**src/common/opbs_map.svh**
```systemverilog
`ifndef OPBS_MAP_SVH
`define OPBS_MAP_SVH

// ----------------------------------------------------------------------------
// Register byte addresses
// ----------------------------------------------------------------------------
`define OPBS_ADR_MODE        32'h07f4_0000
`define OPBS_ADR_STATUS      32'h07f4_0004
`define OPBS_ADR_PADDR       32'h07f4_0008
`define OPBS_ADR_PDATA       32'h07f4_000c
`define OPBS_ADR_IRQ_STAT    32'h07f4_0040
`define OPBS_ADR_IRQ_EN      32'h07f4_0044
`define OPBS_ADR_IRQ_CLR     32'h07f4_0048

// ----------------------------------------------------------------------------
// Field positions and widths
// ----------------------------------------------------------------------------
`define OPBS_ST_IDLE_BIT     0
`define OPBS_ST_EMPTY_BIT    1
`define OPBS_ST_MRDY_BIT     2
`define OPBS_MODE_W          3
`define OPBS_PADDR_W         13
`define OPBS_IRQ_W           3
`define OPBS_EV_PROGRAMMING_MODE_DONE    0
`define OPBS_EV_BUF_TAKEN    1
`define OPBS_EV_MODE_DONE    2

// ----------------------------------------------------------------------------
// Reset values
// ----------------------------------------------------------------------------
`define OPBS_RST_MRDY        1'h1
`define OPBS_RST_EMPTY       1'h1
`define OPBS_RST_IDLE        1'h1
`define OPBS_RST_PADDR       13'h0000
`define OPBS_RST_PDATA       32'h0000_0000
`define OPBS_RST_IRQ         3'h0

// ----------------------------------------------------------------------------
// Operating mode codes
// ----------------------------------------------------------------------------
`define OPBS_MODE_DEEP_STANDBY_MODE      3'h0
`define OPBS_MODE_STANDBY_MODE       3'h1
`define OPBS_MODE_READ       3'h2
`define OPBS_MODE_PROGRAMMING_MODE       3'h3
`define OPBS_MODE_PROGRAM_VERIFY_MODE       3'h4
`define OPBS_MODE_INITIAL_MARGIN_READ_MODE       3'h5
`define OPBS_MODE_ACOPY      3'h6

`endif

```
**src/common/opbs_pkg.sv**
```systemverilog
package opbs_pkg;

    // ------------------------------------------------------------------------
    // Operating modes
    // ------------------------------------------------------------------------
    typedef enum logic [2:0] {
        deep_standby_mode        = 3'h0,
        standby_mode             = 3'h1,
        normal_read_mode         = 3'h2,
        programming_mode         = 3'h3,
        program_verify_mode      = 3'h4,
        initial_margin_read_mode = 3'h5,
        auto_copy_mode           = 3'h6
    } opbs_mode_type;

    // ------------------------------------------------------------------------
    // Programming engine states, one-hot
    // ------------------------------------------------------------------------
    typedef enum logic [2:0] {
        ENG_IDLE  = 3'b001,
        ENG_OFFER = 3'b010,
        ENG_BUSY  = 3'b100
    } opbs_eng_type;

    // ------------------------------------------------------------------------
    // One programming request held in the program buffer
    // ------------------------------------------------------------------------
    typedef struct packed {
        logic [12:0] addr;
        logic [31:0] data;
    } opbs_req_type;

    // ------------------------------------------------------------------------
    // Byte-lane write into the program buffer
    // ------------------------------------------------------------------------
    typedef struct packed {
        logic        addr_we;
        logic        data_we;
        logic [3:0]  sel;
        logic [31:0] wdata;
    } opbs_bufwr_type;

endpackage : opbs_pkg

```
**src/opbs_top.sv**
```systemverilog
`timescale 1ns/1ps
`include "opbs_map.svh"

// Notes on behaviour
// - Status bit 2 shows mode ready, resets 1
// - Mode change clears ready until transition done
// - Status bit 1 shows buffer empty, resets 1
// - Launching address write clears buffer empty
// - Buffer registers ignore writes while request pending
// - Status bit 0 shows programming idle, resets 1
// - Address register holds 13 bits, upper zero
// - Data register holds 32 bits, resets zero
// - Address write launches programming in programming mode
// - Mode codes zero to six as listed
// - Mode field read-only during transition
module opbs_top (
    input  wire logic                   clk_i,
    input  wire logic                   rst_i,
    // Wishbone classic slave
    input  wire logic                   cyc_i,
    input  wire logic                   stb_i,
    input  wire logic                   we_i,
    input  wire logic [31:0]            adr_i,
    input  wire logic [3:0]             sel_i,
    input  wire logic [31:0]            dat_i,
    output logic [31:0]                 dat_o,
    output logic                        ack_o,
    output logic                        irq_o,
    // Rest of the controller and cell array
    output opbs_pkg::opbs_mode_type     mode_o,
    output logic                        mode_change_o,
    input  wire logic                   mode_done_i,
    output logic                        programming_mode_valid_o,
    output opbs_pkg::opbs_req_type      programming_mode_req_o,
    input  wire logic                   programming_mode_ready_i,
    input  wire logic                   programming_mode_done_i
);

    // ------------------------------------------------------------------------
    // Declarations
    // ------------------------------------------------------------------------
    opbs_pkg::opbs_mode_type mode_q;
    opbs_pkg::opbs_mode_type mode_d;
    opbs_pkg::opbs_eng_type  eng_q;
    opbs_pkg::opbs_eng_type  eng_d;
    opbs_pkg::opbs_req_type  buf_rd;
    opbs_pkg::opbs_bufwr_type bufwr;
    logic                    mrdy_q;
    logic                    mrdy_d;
    logic                    pend_q;
    logic                    pend_d;
    logic                    mchg_q;
    logic                    pvalid_q;
    logic                    ack_q;
    logic [31:0]             rdat_q;
    logic [31:0]             rdat_d;
    logic [2:0]              ist_q;
    logic [2:0]              ist_d;
    logic [2:0]              ien_q;
    logic [2:0]              ien_d;
    logic                    irq_q;
    logic [2:0]              events;
    logic [2:0]              status;

    // ------------------------------------------------------------------------
    // Bus decode
    // ------------------------------------------------------------------------
    function automatic logic hit(input logic [31:0] a, input logic [31:0] r);
        return a[31:2] == r[31:2];
    endfunction : hit

    wire access   = cyc_i & stb_i & ~ack_q;
    wire wr       = access & we_i;
    wire sel_mode = hit(adr_i, `OPBS_ADR_MODE);
    wire sel_stat = hit(adr_i, `OPBS_ADR_STATUS);
    wire sel_padr = hit(adr_i, `OPBS_ADR_PADDR);
    wire sel_pdat = hit(adr_i, `OPBS_ADR_PDATA);
    wire sel_ist  = hit(adr_i, `OPBS_ADR_IRQ_STAT);
    wire sel_ien  = hit(adr_i, `OPBS_ADR_IRQ_EN);
    wire sel_iclr = hit(adr_i, `OPBS_ADR_IRQ_CLR);

    // ------------------------------------------------------------------------
    // Mode select
    // ------------------------------------------------------------------------
    wire [2:0] wmode     = dat_i[2:0];
    wire       mode_legal = wmode <= `OPBS_MODE_ACOPY;
    // Mode field writable only when ready, legal code and a real change
    wire       mode_wr   = wr & sel_mode & sel_i[0] & mrdy_q & mode_legal
                           & (wmode != mode_q);
    wire       mode_fin  = ~mrdy_q & mode_done_i;
    wire       in_programming_mode   = (mode_q == opbs_pkg::programming_mode) & mrdy_q;

    // Copy mode drops back to deep standby when the transfer is done
    always_comb begin
        mode_d = mode_q;
        if (mode_wr) begin
            mode_d = opbs_pkg::opbs_mode_type'(wmode);
        end else if (mode_fin && mode_q == opbs_pkg::auto_copy_mode) begin
            mode_d = opbs_pkg::deep_standby_mode;
        end
    end

    // Ready falls on a change and rises when the transition finishes
    assign mrdy_d = mode_wr ? 1'b0 : (mode_fin ? 1'b1 : mrdy_q);

    always_ff @(posedge clk_i) begin
        if (rst_i) begin
            mode_q <= opbs_pkg::deep_standby_mode;
            mrdy_q <= `OPBS_RST_MRDY;
            mchg_q <= 1'b0;
        end else begin
            mode_q <= mode_d;
            mrdy_q <= mrdy_d;
            mchg_q <= mode_wr;
        end
    end

    // ------------------------------------------------------------------------
    // Program buffer writes
    // ------------------------------------------------------------------------
    // Pending request freezes both buffer registers
    wire buf_open = ~pend_q;
    wire padr_wr  = wr & sel_padr & buf_open;
    wire launch   = padr_wr & in_programming_mode;

    assign bufwr.addr_we = padr_wr;
    assign bufwr.data_we = wr & sel_pdat & buf_open;
    assign bufwr.sel     = sel_i;
    assign bufwr.wdata   = dat_i;

    opbs_program_buffer u_program_buffer (
        .clk_i (clk_i),
        .rst_i (rst_i),
        .wr_i  (bufwr),
        .buf_o (buf_rd)
    );

    // ------------------------------------------------------------------------
    // Programming engine
    // ------------------------------------------------------------------------
    wire taken = (eng_q == opbs_pkg::ENG_OFFER) & programming_mode_ready_i;

    // Pending flag: set by a launch, cleared when the engine takes it
    assign pend_d = launch ? 1'b1 : (taken ? 1'b0 : pend_q);

    always_comb begin
        eng_d = eng_q;
        case (eng_q)
            opbs_pkg::ENG_IDLE: begin
                if (pend_q) begin
                    eng_d = opbs_pkg::ENG_OFFER;
                end
            end
            opbs_pkg::ENG_OFFER: begin
                if (programming_mode_ready_i) begin
                    eng_d = opbs_pkg::ENG_BUSY;
                end
            end
            opbs_pkg::ENG_BUSY: begin
                if (programming_mode_done_i) begin
                    eng_d = opbs_pkg::ENG_IDLE;
                end
            end
            default: begin
                eng_d = opbs_pkg::ENG_IDLE;
            end
        endcase
    end

    always_ff @(posedge clk_i) begin
        if (rst_i) begin
            eng_q    <= opbs_pkg::ENG_IDLE;
            pend_q   <= 1'b0;
            pvalid_q <= 1'b0;
        end else begin
            eng_q    <= eng_d;
            pend_q   <= pend_d;
            pvalid_q <= (eng_d == opbs_pkg::ENG_OFFER);
        end
    end

    // ------------------------------------------------------------------------
    // Status and interrupt events
    // ------------------------------------------------------------------------
    assign status[`OPBS_ST_MRDY_BIT]  = mrdy_q;
    assign status[`OPBS_ST_EMPTY_BIT] = ~pend_q;
    assign status[`OPBS_ST_IDLE_BIT]  = (eng_q == opbs_pkg::ENG_IDLE) & ~pend_q;

    assign events[`OPBS_EV_PROGRAMMING_MODE_DONE] = (eng_q == opbs_pkg::ENG_BUSY) & programming_mode_done_i;
    assign events[`OPBS_EV_BUF_TAKEN] = taken;
    assign events[`OPBS_EV_MODE_DONE] = mode_fin;

    // Sticky bits, a new event wins over a clear in the same cycle
    wire [2:0] iclr = (wr & sel_iclr & sel_i[0]) ? dat_i[2:0] : 3'h0;
    assign ist_d = (ist_q & ~iclr) | events;
    assign ien_d = (wr & sel_ien & sel_i[0]) ? dat_i[2:0] : ien_q;

    always_ff @(posedge clk_i) begin
        if (rst_i) begin
            ist_q <= `OPBS_RST_IRQ;
            ien_q <= `OPBS_RST_IRQ;
            irq_q <= 1'b0;
        end else begin
            ist_q <= ist_d;
            ien_q <= ien_d;
            irq_q <= |(ist_d & ien_d);
        end
    end

    // ------------------------------------------------------------------------
    // Read mux, unmapped and write-only addresses read zero
    // ------------------------------------------------------------------------
    always_comb begin
        if (sel_mode) begin
            rdat_d = {29'h0, mode_q};
        end else if (sel_stat) begin
            rdat_d = {29'h0, status};
        end else if (sel_padr) begin
            rdat_d = {19'h0, buf_rd.addr};
        end else if (sel_pdat) begin
            rdat_d = buf_rd.data;
        end else if (sel_ist) begin
            rdat_d = {29'h0, ist_q};
        end else if (sel_ien) begin
            rdat_d = {29'h0, ien_q};
        end else begin
            rdat_d = 32'h0000_0000;
        end
    end

    // Acknowledge one cycle after the strobe, dropped the next cycle
    always_ff @(posedge clk_i) begin
        if (rst_i) begin
            ack_q  <= 1'b0;
            rdat_q <= 32'h0000_0000;
        end else begin
            ack_q  <= access;
            rdat_q <= (access & ~we_i) ? rdat_d : 32'h0000_0000;
        end
    end

    // ------------------------------------------------------------------------
    // Outputs
    // ------------------------------------------------------------------------
    assign dat_o         = rdat_q;
    assign ack_o         = ack_q;
    assign irq_o         = irq_q;
    assign mode_o        = mode_q;
    assign mode_change_o = mchg_q;
    assign programming_mode_valid_o  = pvalid_q;
    assign programming_mode_req_o    = buf_rd;

endmodule : opbs_top

```
**src/opbs_program_buffer.sv**
```systemverilog
`timescale 1ns/1ps
`include "opbs_map.svh"

module opbs_program_buffer (
    input  wire logic                  clk_i,
    input  wire logic                  rst_i,
    input  wire opbs_pkg::opbs_bufwr_type wr_i,
    output opbs_pkg::opbs_req_type     buf_o
);

    // ------------------------------------------------------------------------
    // Byte merge
    // ------------------------------------------------------------------------
    function automatic logic [31:0] merge(input logic [31:0] old_v,
                                          input logic [31:0] new_v,
                                          input logic [3:0]  sel);
        logic [31:0] r;
        r = old_v;
        for (int i = 0; i < 4; i++) begin
            if (sel[i]) begin
                r[i*8 +: 8] = new_v[i*8 +: 8];
            end
        end
        return r;
    endfunction : merge

    opbs_pkg::opbs_req_type buf_q;
    opbs_pkg::opbs_req_type buf_d;
    logic [31:0]            addr_wide;

    // Next contents, address kept to 13 bits, upper bits dropped
    assign addr_wide  = merge({19'h0, buf_q.addr}, wr_i.wdata, wr_i.sel);
    assign buf_d.addr = wr_i.addr_we ? addr_wide[12:0] : buf_q.addr;
    assign buf_d.data = wr_i.data_we ? merge(buf_q.data, wr_i.wdata, wr_i.sel) : buf_q.data;

    // Storage, contents read straight from the register
    always_ff @(posedge clk_i) begin
        if (rst_i) begin
            buf_q.addr <= `OPBS_RST_PADDR;
            buf_q.data <= `OPBS_RST_PDATA;
        end else begin
            buf_q <= buf_d;
        end
    end

    assign buf_o = buf_q;

endmodule : opbs_program_buffer

```
**config.mk**
```make
export PLATFORM = sky130hd
export DESIGN_NAME = opbs_top
export DESIGN_NICKNAME = d
export VERILOG_FILES = /design/src/common/opbs_pkg.sv /design/src/opbs_top.sv /design/src/opbs_program_buffer.sv
export VERILOG_INCLUDE_DIRS = /design/src /design/src/common
export SDC_FILE = /design/constraint.sdc
export NUM_CORES = 1
export LEC_CHECK = 0
export BUFFER_PORTS_ARGS = -buffer_cell sky130_fd_sc_hd__buf_4
export CAP_MARGIN = 20
export CORE_MARGIN = 1.5
export CORE_UTILIZATION = 47
export DETAILED_ROUTE_END_ITERATION = 8
export GPL_TIMING_DRIVEN = 0
export PLACE_DENSITY = 0.77
export SLEW_MARGIN = 10
export SYNTH_ARGS = -nofsm -noshare
export SYNTH_HDL_FRONTEND = slang
export SYNTH_SLANG_ARGS = --single-unit
```
**constraint.sdc**
```tcl
create_clock -name clk_i -period 5.5 [get_ports clk_i]
set_input_delay 0.275 -clock clk_i [delete_from_list [all_inputs] [get_ports clk_i]]
set_output_delay 0.275 -clock clk_i [all_outputs]
set_load 0.1 [all_outputs]
```
* After elaboration in Yosys (flattened, before gate mapping)
Index checks and enable logic that the tools add are counted.
** Word-level totals
- Logic and storage cells :: 98
- Input bits :: 76
- Memories kept :: 0
- Bits in latches :: 0
- Memory bits (read-only) :: 0
- Register bits :: 95
- Memory bits (writable) :: 0
** Cells by class
- Order comparisons :: 1
- Bitwise gates (word level) :: 32
- Eq/ne operators :: 14
- Multipliers :: 0
- Shift operators :: 0
- Add/subtract/negate cells :: 0
- Divide/modulo/power cells :: 0
- Reduce and logical (&&, ||, !) cells :: 14
- Multiplexer cells :: 18
** Operator list (count)
- $eq 30x25->1 const B :: 7
- $mux 3 :: 11
- $mux 32 :: 1
- $and 1x1->1 :: 23
- $mux 13 :: 1
- $reduce_and 2->1 :: 6
- $eq 3x2->1 const B :: 3
- $pmux 3 s3 :: 1
- $and 3x3->3 :: 2
- $eq 3x3->1 const B :: 2
- $reduce_bool 2->1 :: 3
- $not 1->1 :: 5
- $reduce_or 5->1 :: 1
- $mux 1 :: 4
- $reduce_or 4->1 :: 1
- $eq 3x1->1 const B :: 1
- $le 3x3->1 const B :: 1
- $ne 3x3->1 :: 1
- $not 3->3 :: 1
- $or 3x3->3 :: 1
- $reduce_or 3->1 :: 1
- $reduce_or 2->1 :: 1
- $logic_and 1x1->1 :: 1

* Longest topological paths before layout
- Depth after elaboration :: 11
- Gate-level depth with buffers :: 8
- Depth with buffers taken out :: 6

* Cells and area by module
Synthesis repeated with hierarchy kept, for this count alone.
** Second synthesis, totals
- Cell total of the unflattened synthesis :: 394
- Area, all modules :: 4097.7 um^2
** Modules (own cells, without submodules)
- opbs_top :: sequential area each 1001.0 um^2, cells an instance 204, area each 2093.3 um^2, times used 1
- opbs_program_buffer :: sequential area each 900.9 um^2, cells an instance 190, area each 2004.4 um^2, times used 1

* Worst setup path after synthesis
OpenSTA, ideal clock, no wires.
- Kind :: reg-to-reg
- Start point :: register ack_q (netlist: ack_o)
- End point :: register u_program_buffer.buf_q, in the netlist u_program_buffer.buf_o[0]
- Arrival :: 2240 ps
- Buffers on the path :: 1
- Library setup time :: 128 ps
- Cell stages (with the launch flop) :: 7
- Clock period less this slack :: 2368 ps
- Slack :: 3132 ps
- Cells stage by stage :: dfxtp_1 and4b_1 nor2b_1 buf_1 nand4_2 mux2i_1 nor2_1
** On the way
- Word-level cells in the longest chain between the ends :: 6
** RTL lines
- start: declaration :: RTL line opbs_top.sv:54 : logic ack_q;
- start signal: assignment :: RTL line opbs_top.sv:237 : ack_q <= access;
- $not 1->1 :: RTL line opbs_top.sv:72 : wire access = cyc_i & stb_i & ~ack_q;
- $and 1x1->1 :: RTL line opbs_top.sv:72
- $and 1x1->1 :: RTL line opbs_top.sv:73 : wire wr = access & we_i;
- $and 1x1->1 (2 in a row) :: RTL line opbs_top.sv:127 : assign bufwr.data_we = wr & sel_pdat & buf_open;
- $reduce_and 2->1 (no line)
- end signal: assignment :: RTL line opbs_program_buffer.sv:42 : buf_q <= buf_d;
- end: declaration :: RTL line opbs_program_buffer.sv:27 : opbs_pkg::opbs_req_type buf_q;
No other way between the ends.
A chain may end at the register's enable or synchronous reset.

* Final worst setup path
- Start point :: register ack_q (netlist: ack_o)
- End point :: register u_program_buffer.buf_q, in the netlist u_program_buffer.buf_o[5]
The elaborated chain is that of the path after synthesis.

==> out/metrics.cfg <==
[critical_path]
start_kind = flip-flop
required_ps = 5730
cp_slowest_cell = nand4_2
cp.arrival_ps = 2530
cp_cell_sequence = and4b_1 -> nor2b_1 -> buf_1 -> nand4_2 -> mux2i_1 -> nor2_1
ff2ff_setup_slack_ps = 3200
worstPathMaxFanout = 8
crit_path_max_incr_delay_ps = 490
worstSetupPathType = flip-flop to flip-flop
endpoint_kind = flip-flop

[placement]
placed_cell_area_um2 = 5010
dp_hpwl_um = 7400
gp_congestion = 0.852
io_buffers = 153

[clock_network]
cts-root-buf = clkbuf_8
cts_tree = built
clock_latency_ps = 360
post_cts_resized = 0
cts.sinks = 95
h-tree-depth = 3
clkSlewWorstSetupHoldPaths_ps = 100
cts_inserted_buffers = 9
post_cts.repair.setup_buffers = 0
cts_hold_buf = 0
clockBufferDepth = 2

[synthesis]
synthTopCellsByArea = dfxtp_1 51%, mux2i_1 14%, nor2_1 5.9%
synth-main-ff-cell = dfxtp_1
ys_warn_count = 0
yosysMostFrequentCell = dfxtp_1
syn_inst = 361
syn_area_um2 = 3730
synth-edff-count = 0
ys_seq_elements = 95
postSynth.asyncResetShare = 0
synth_top_area_cell = dfxtp_1
ys_seq_area_frac = 0.509
netlist.area_leader.share = 0.509
syn-num-nets = 437
yosysUniqueCellTypes = 50
netlist_top_cells_count = 95 x dfxtp_1, 59 x nor2_1, 52 x mux2i_1
synth_area_per_cell_um2 = 10.3

[status]
status = complete, no violations

[route]
wl_met2_um = 4640
vias = 3248
wl_um = 9560
route.met3.wl_um = 616
drc = 0
drt_first_iter_violations = 148
postRouteAntennaNets = 0
top_layer = met4
first_pass_iters = 4
wire_per_inst_um = 15.1
via_per_inst = 5.14
wl_met1_um = 4160

[power]
ir_drop_v = 0.000153
power.density_nw_per_um2 = 238
p_leak_uw = 0.00259

[sta]
final-hold-violation-count = 0
post-route-min-period_ps = 2300
finalSetupViolations = 0
min_period_over_period = 0.419
final_max_slew_viol_count = 0
worstMarginPinSlew_ps = 634
max_freq_mhz = 434
holdWs_ps = 140
grt_setup_unrepaired = no
relSlewSlack = 0.577
setup_tns_ps = 0
clock_skew_ps = 10.7

[layout]
nets = 601
syn_to_final_growth_pct = 39.9
num_antenna_cells = 0
drive_above_1_share = 0.360
stdcell_area_um2 = 5220
fillers = 621

[global_route]
grt_max_degree = 19
grt_pass1_wl_um = 15100
grt_pass1_vias = 3147
grt_util_all_layers = 0.228
gr-total-overflow = 0
antenna_found_initial = 0

[floorplanning]
die_w_um = 92.1
core_um2 = 7730
die_area_um2 = 8490
row_count = 32
initial_core_util = 0.483
die_h_um = 92.1
ios = 160

[worst_hold_path]
worstHoldPathType = input pin to flip-flop

[job]
cap_violations = 0

[critical path, delay by kind of cell, from the launching register on]
kind / cells / cell delay (ps)
and+or+nand+nor: 4 / 1100
buffers and inverters: 1 / 470
DFF: 1 / 340
muxes: 1 / 270
[power breakdown]
group | total, uW | internal (uW) | leakage, uW | switching, uW
combinational | 77.0 | 41.3 | 0.00173 | 35.7
sequential | 688 | 687 | 0.000765 | 0.229
clock | 478 | 220 | 0.000101 | 258
[metrics by stage]
step / cells / setup slack, ps / utilization / power (uW)
after floorplan: 361 / 3130 / - / 730
after global placement: 616 / 3040 / 0.648 / 779
after detailed placement: 616 / 3020 / 0.648 / 780
after CTS: 632 / 3190 / 0.676 / 1250
after global routing: 632 / 3040 / 0.676 / 1290
final: 632 / 3200 / 0.676 / 1240
[area by class of cell]
class	instances	area (um2)	share of cell area
repair buffers	153	1150	0.220
clock inverters	7	90.1	0.0172
inverters	1	3.75	0.000719
clock buffers	9	124	0.0237
flip-flops and latches	95	1900	0.364
multi-input cells	244	1740	0.332
plain buffers	21	91.3	0.0175
well taps	102	128	0.0244
[flip-flops by register name (all words and copies together), names as in the netlist]
name	cells
dat_o	32
pend_q	1
mrdy_q	1
programming_mode_valid_o	1
ien_q	3
u_program_buffer.buf_o	45
mode_change_o	1
eng_q	3
mode_o	3
ist_q	3
ack_o	1
irq_o	1
[routing by layer]
layer,vias to the layer above,GRT usage
met1,1524,0.279
li1,1592,-
met3,15,0.0547
met5,-,0
met2,117,0.394
met4,0,0.0679
[worst paths after layout]
path	start	to	cells after the start
worst min-delay path	dat_i[15]	u_program_buffer.buf_o[15]	3
worst max-delay path	ack_o	u_program_buffer.buf_o[5]	6
worst max register to register	ack_o	u_program_buffer.buf_o[5]	6
worst min register to register	ack_o	ack_o	1
[cells by family after synthesis]
family,Yosys count,share of synthesized area
xor gates and xnor gates,3,0.00704
muxes,55,0.148
AOI/OAI and AO/OA,38,0.0761
buffers and inverters,22,0.0255
DFF,95,0.509
and+or+nand+nor,148,0.234
[placed cells by master (no fill, tap or decap), types with 3 or more instances in the layout]
master      n
a21oi_1     5
a22o_1      9
a22oi_1     3
a311oi_1    3
and2_1     21
buf_2       4
buf_4     153
clkbuf_1   14
clkbuf_8    9
dfxtp_1    95
mux2_2      3
mux2i_1    52
nand2_1    11
nand2b_1    6
nand4_1     4
nand4_2     3
nand4_4     3
nor2_1     59
nor2b_1     9
nor3_1      6
nor4_1      3
nor4b_1     3
o21a_1      3
o22ai_1     3
xnor2_1     3
Power figures use the tool's default switching activity.
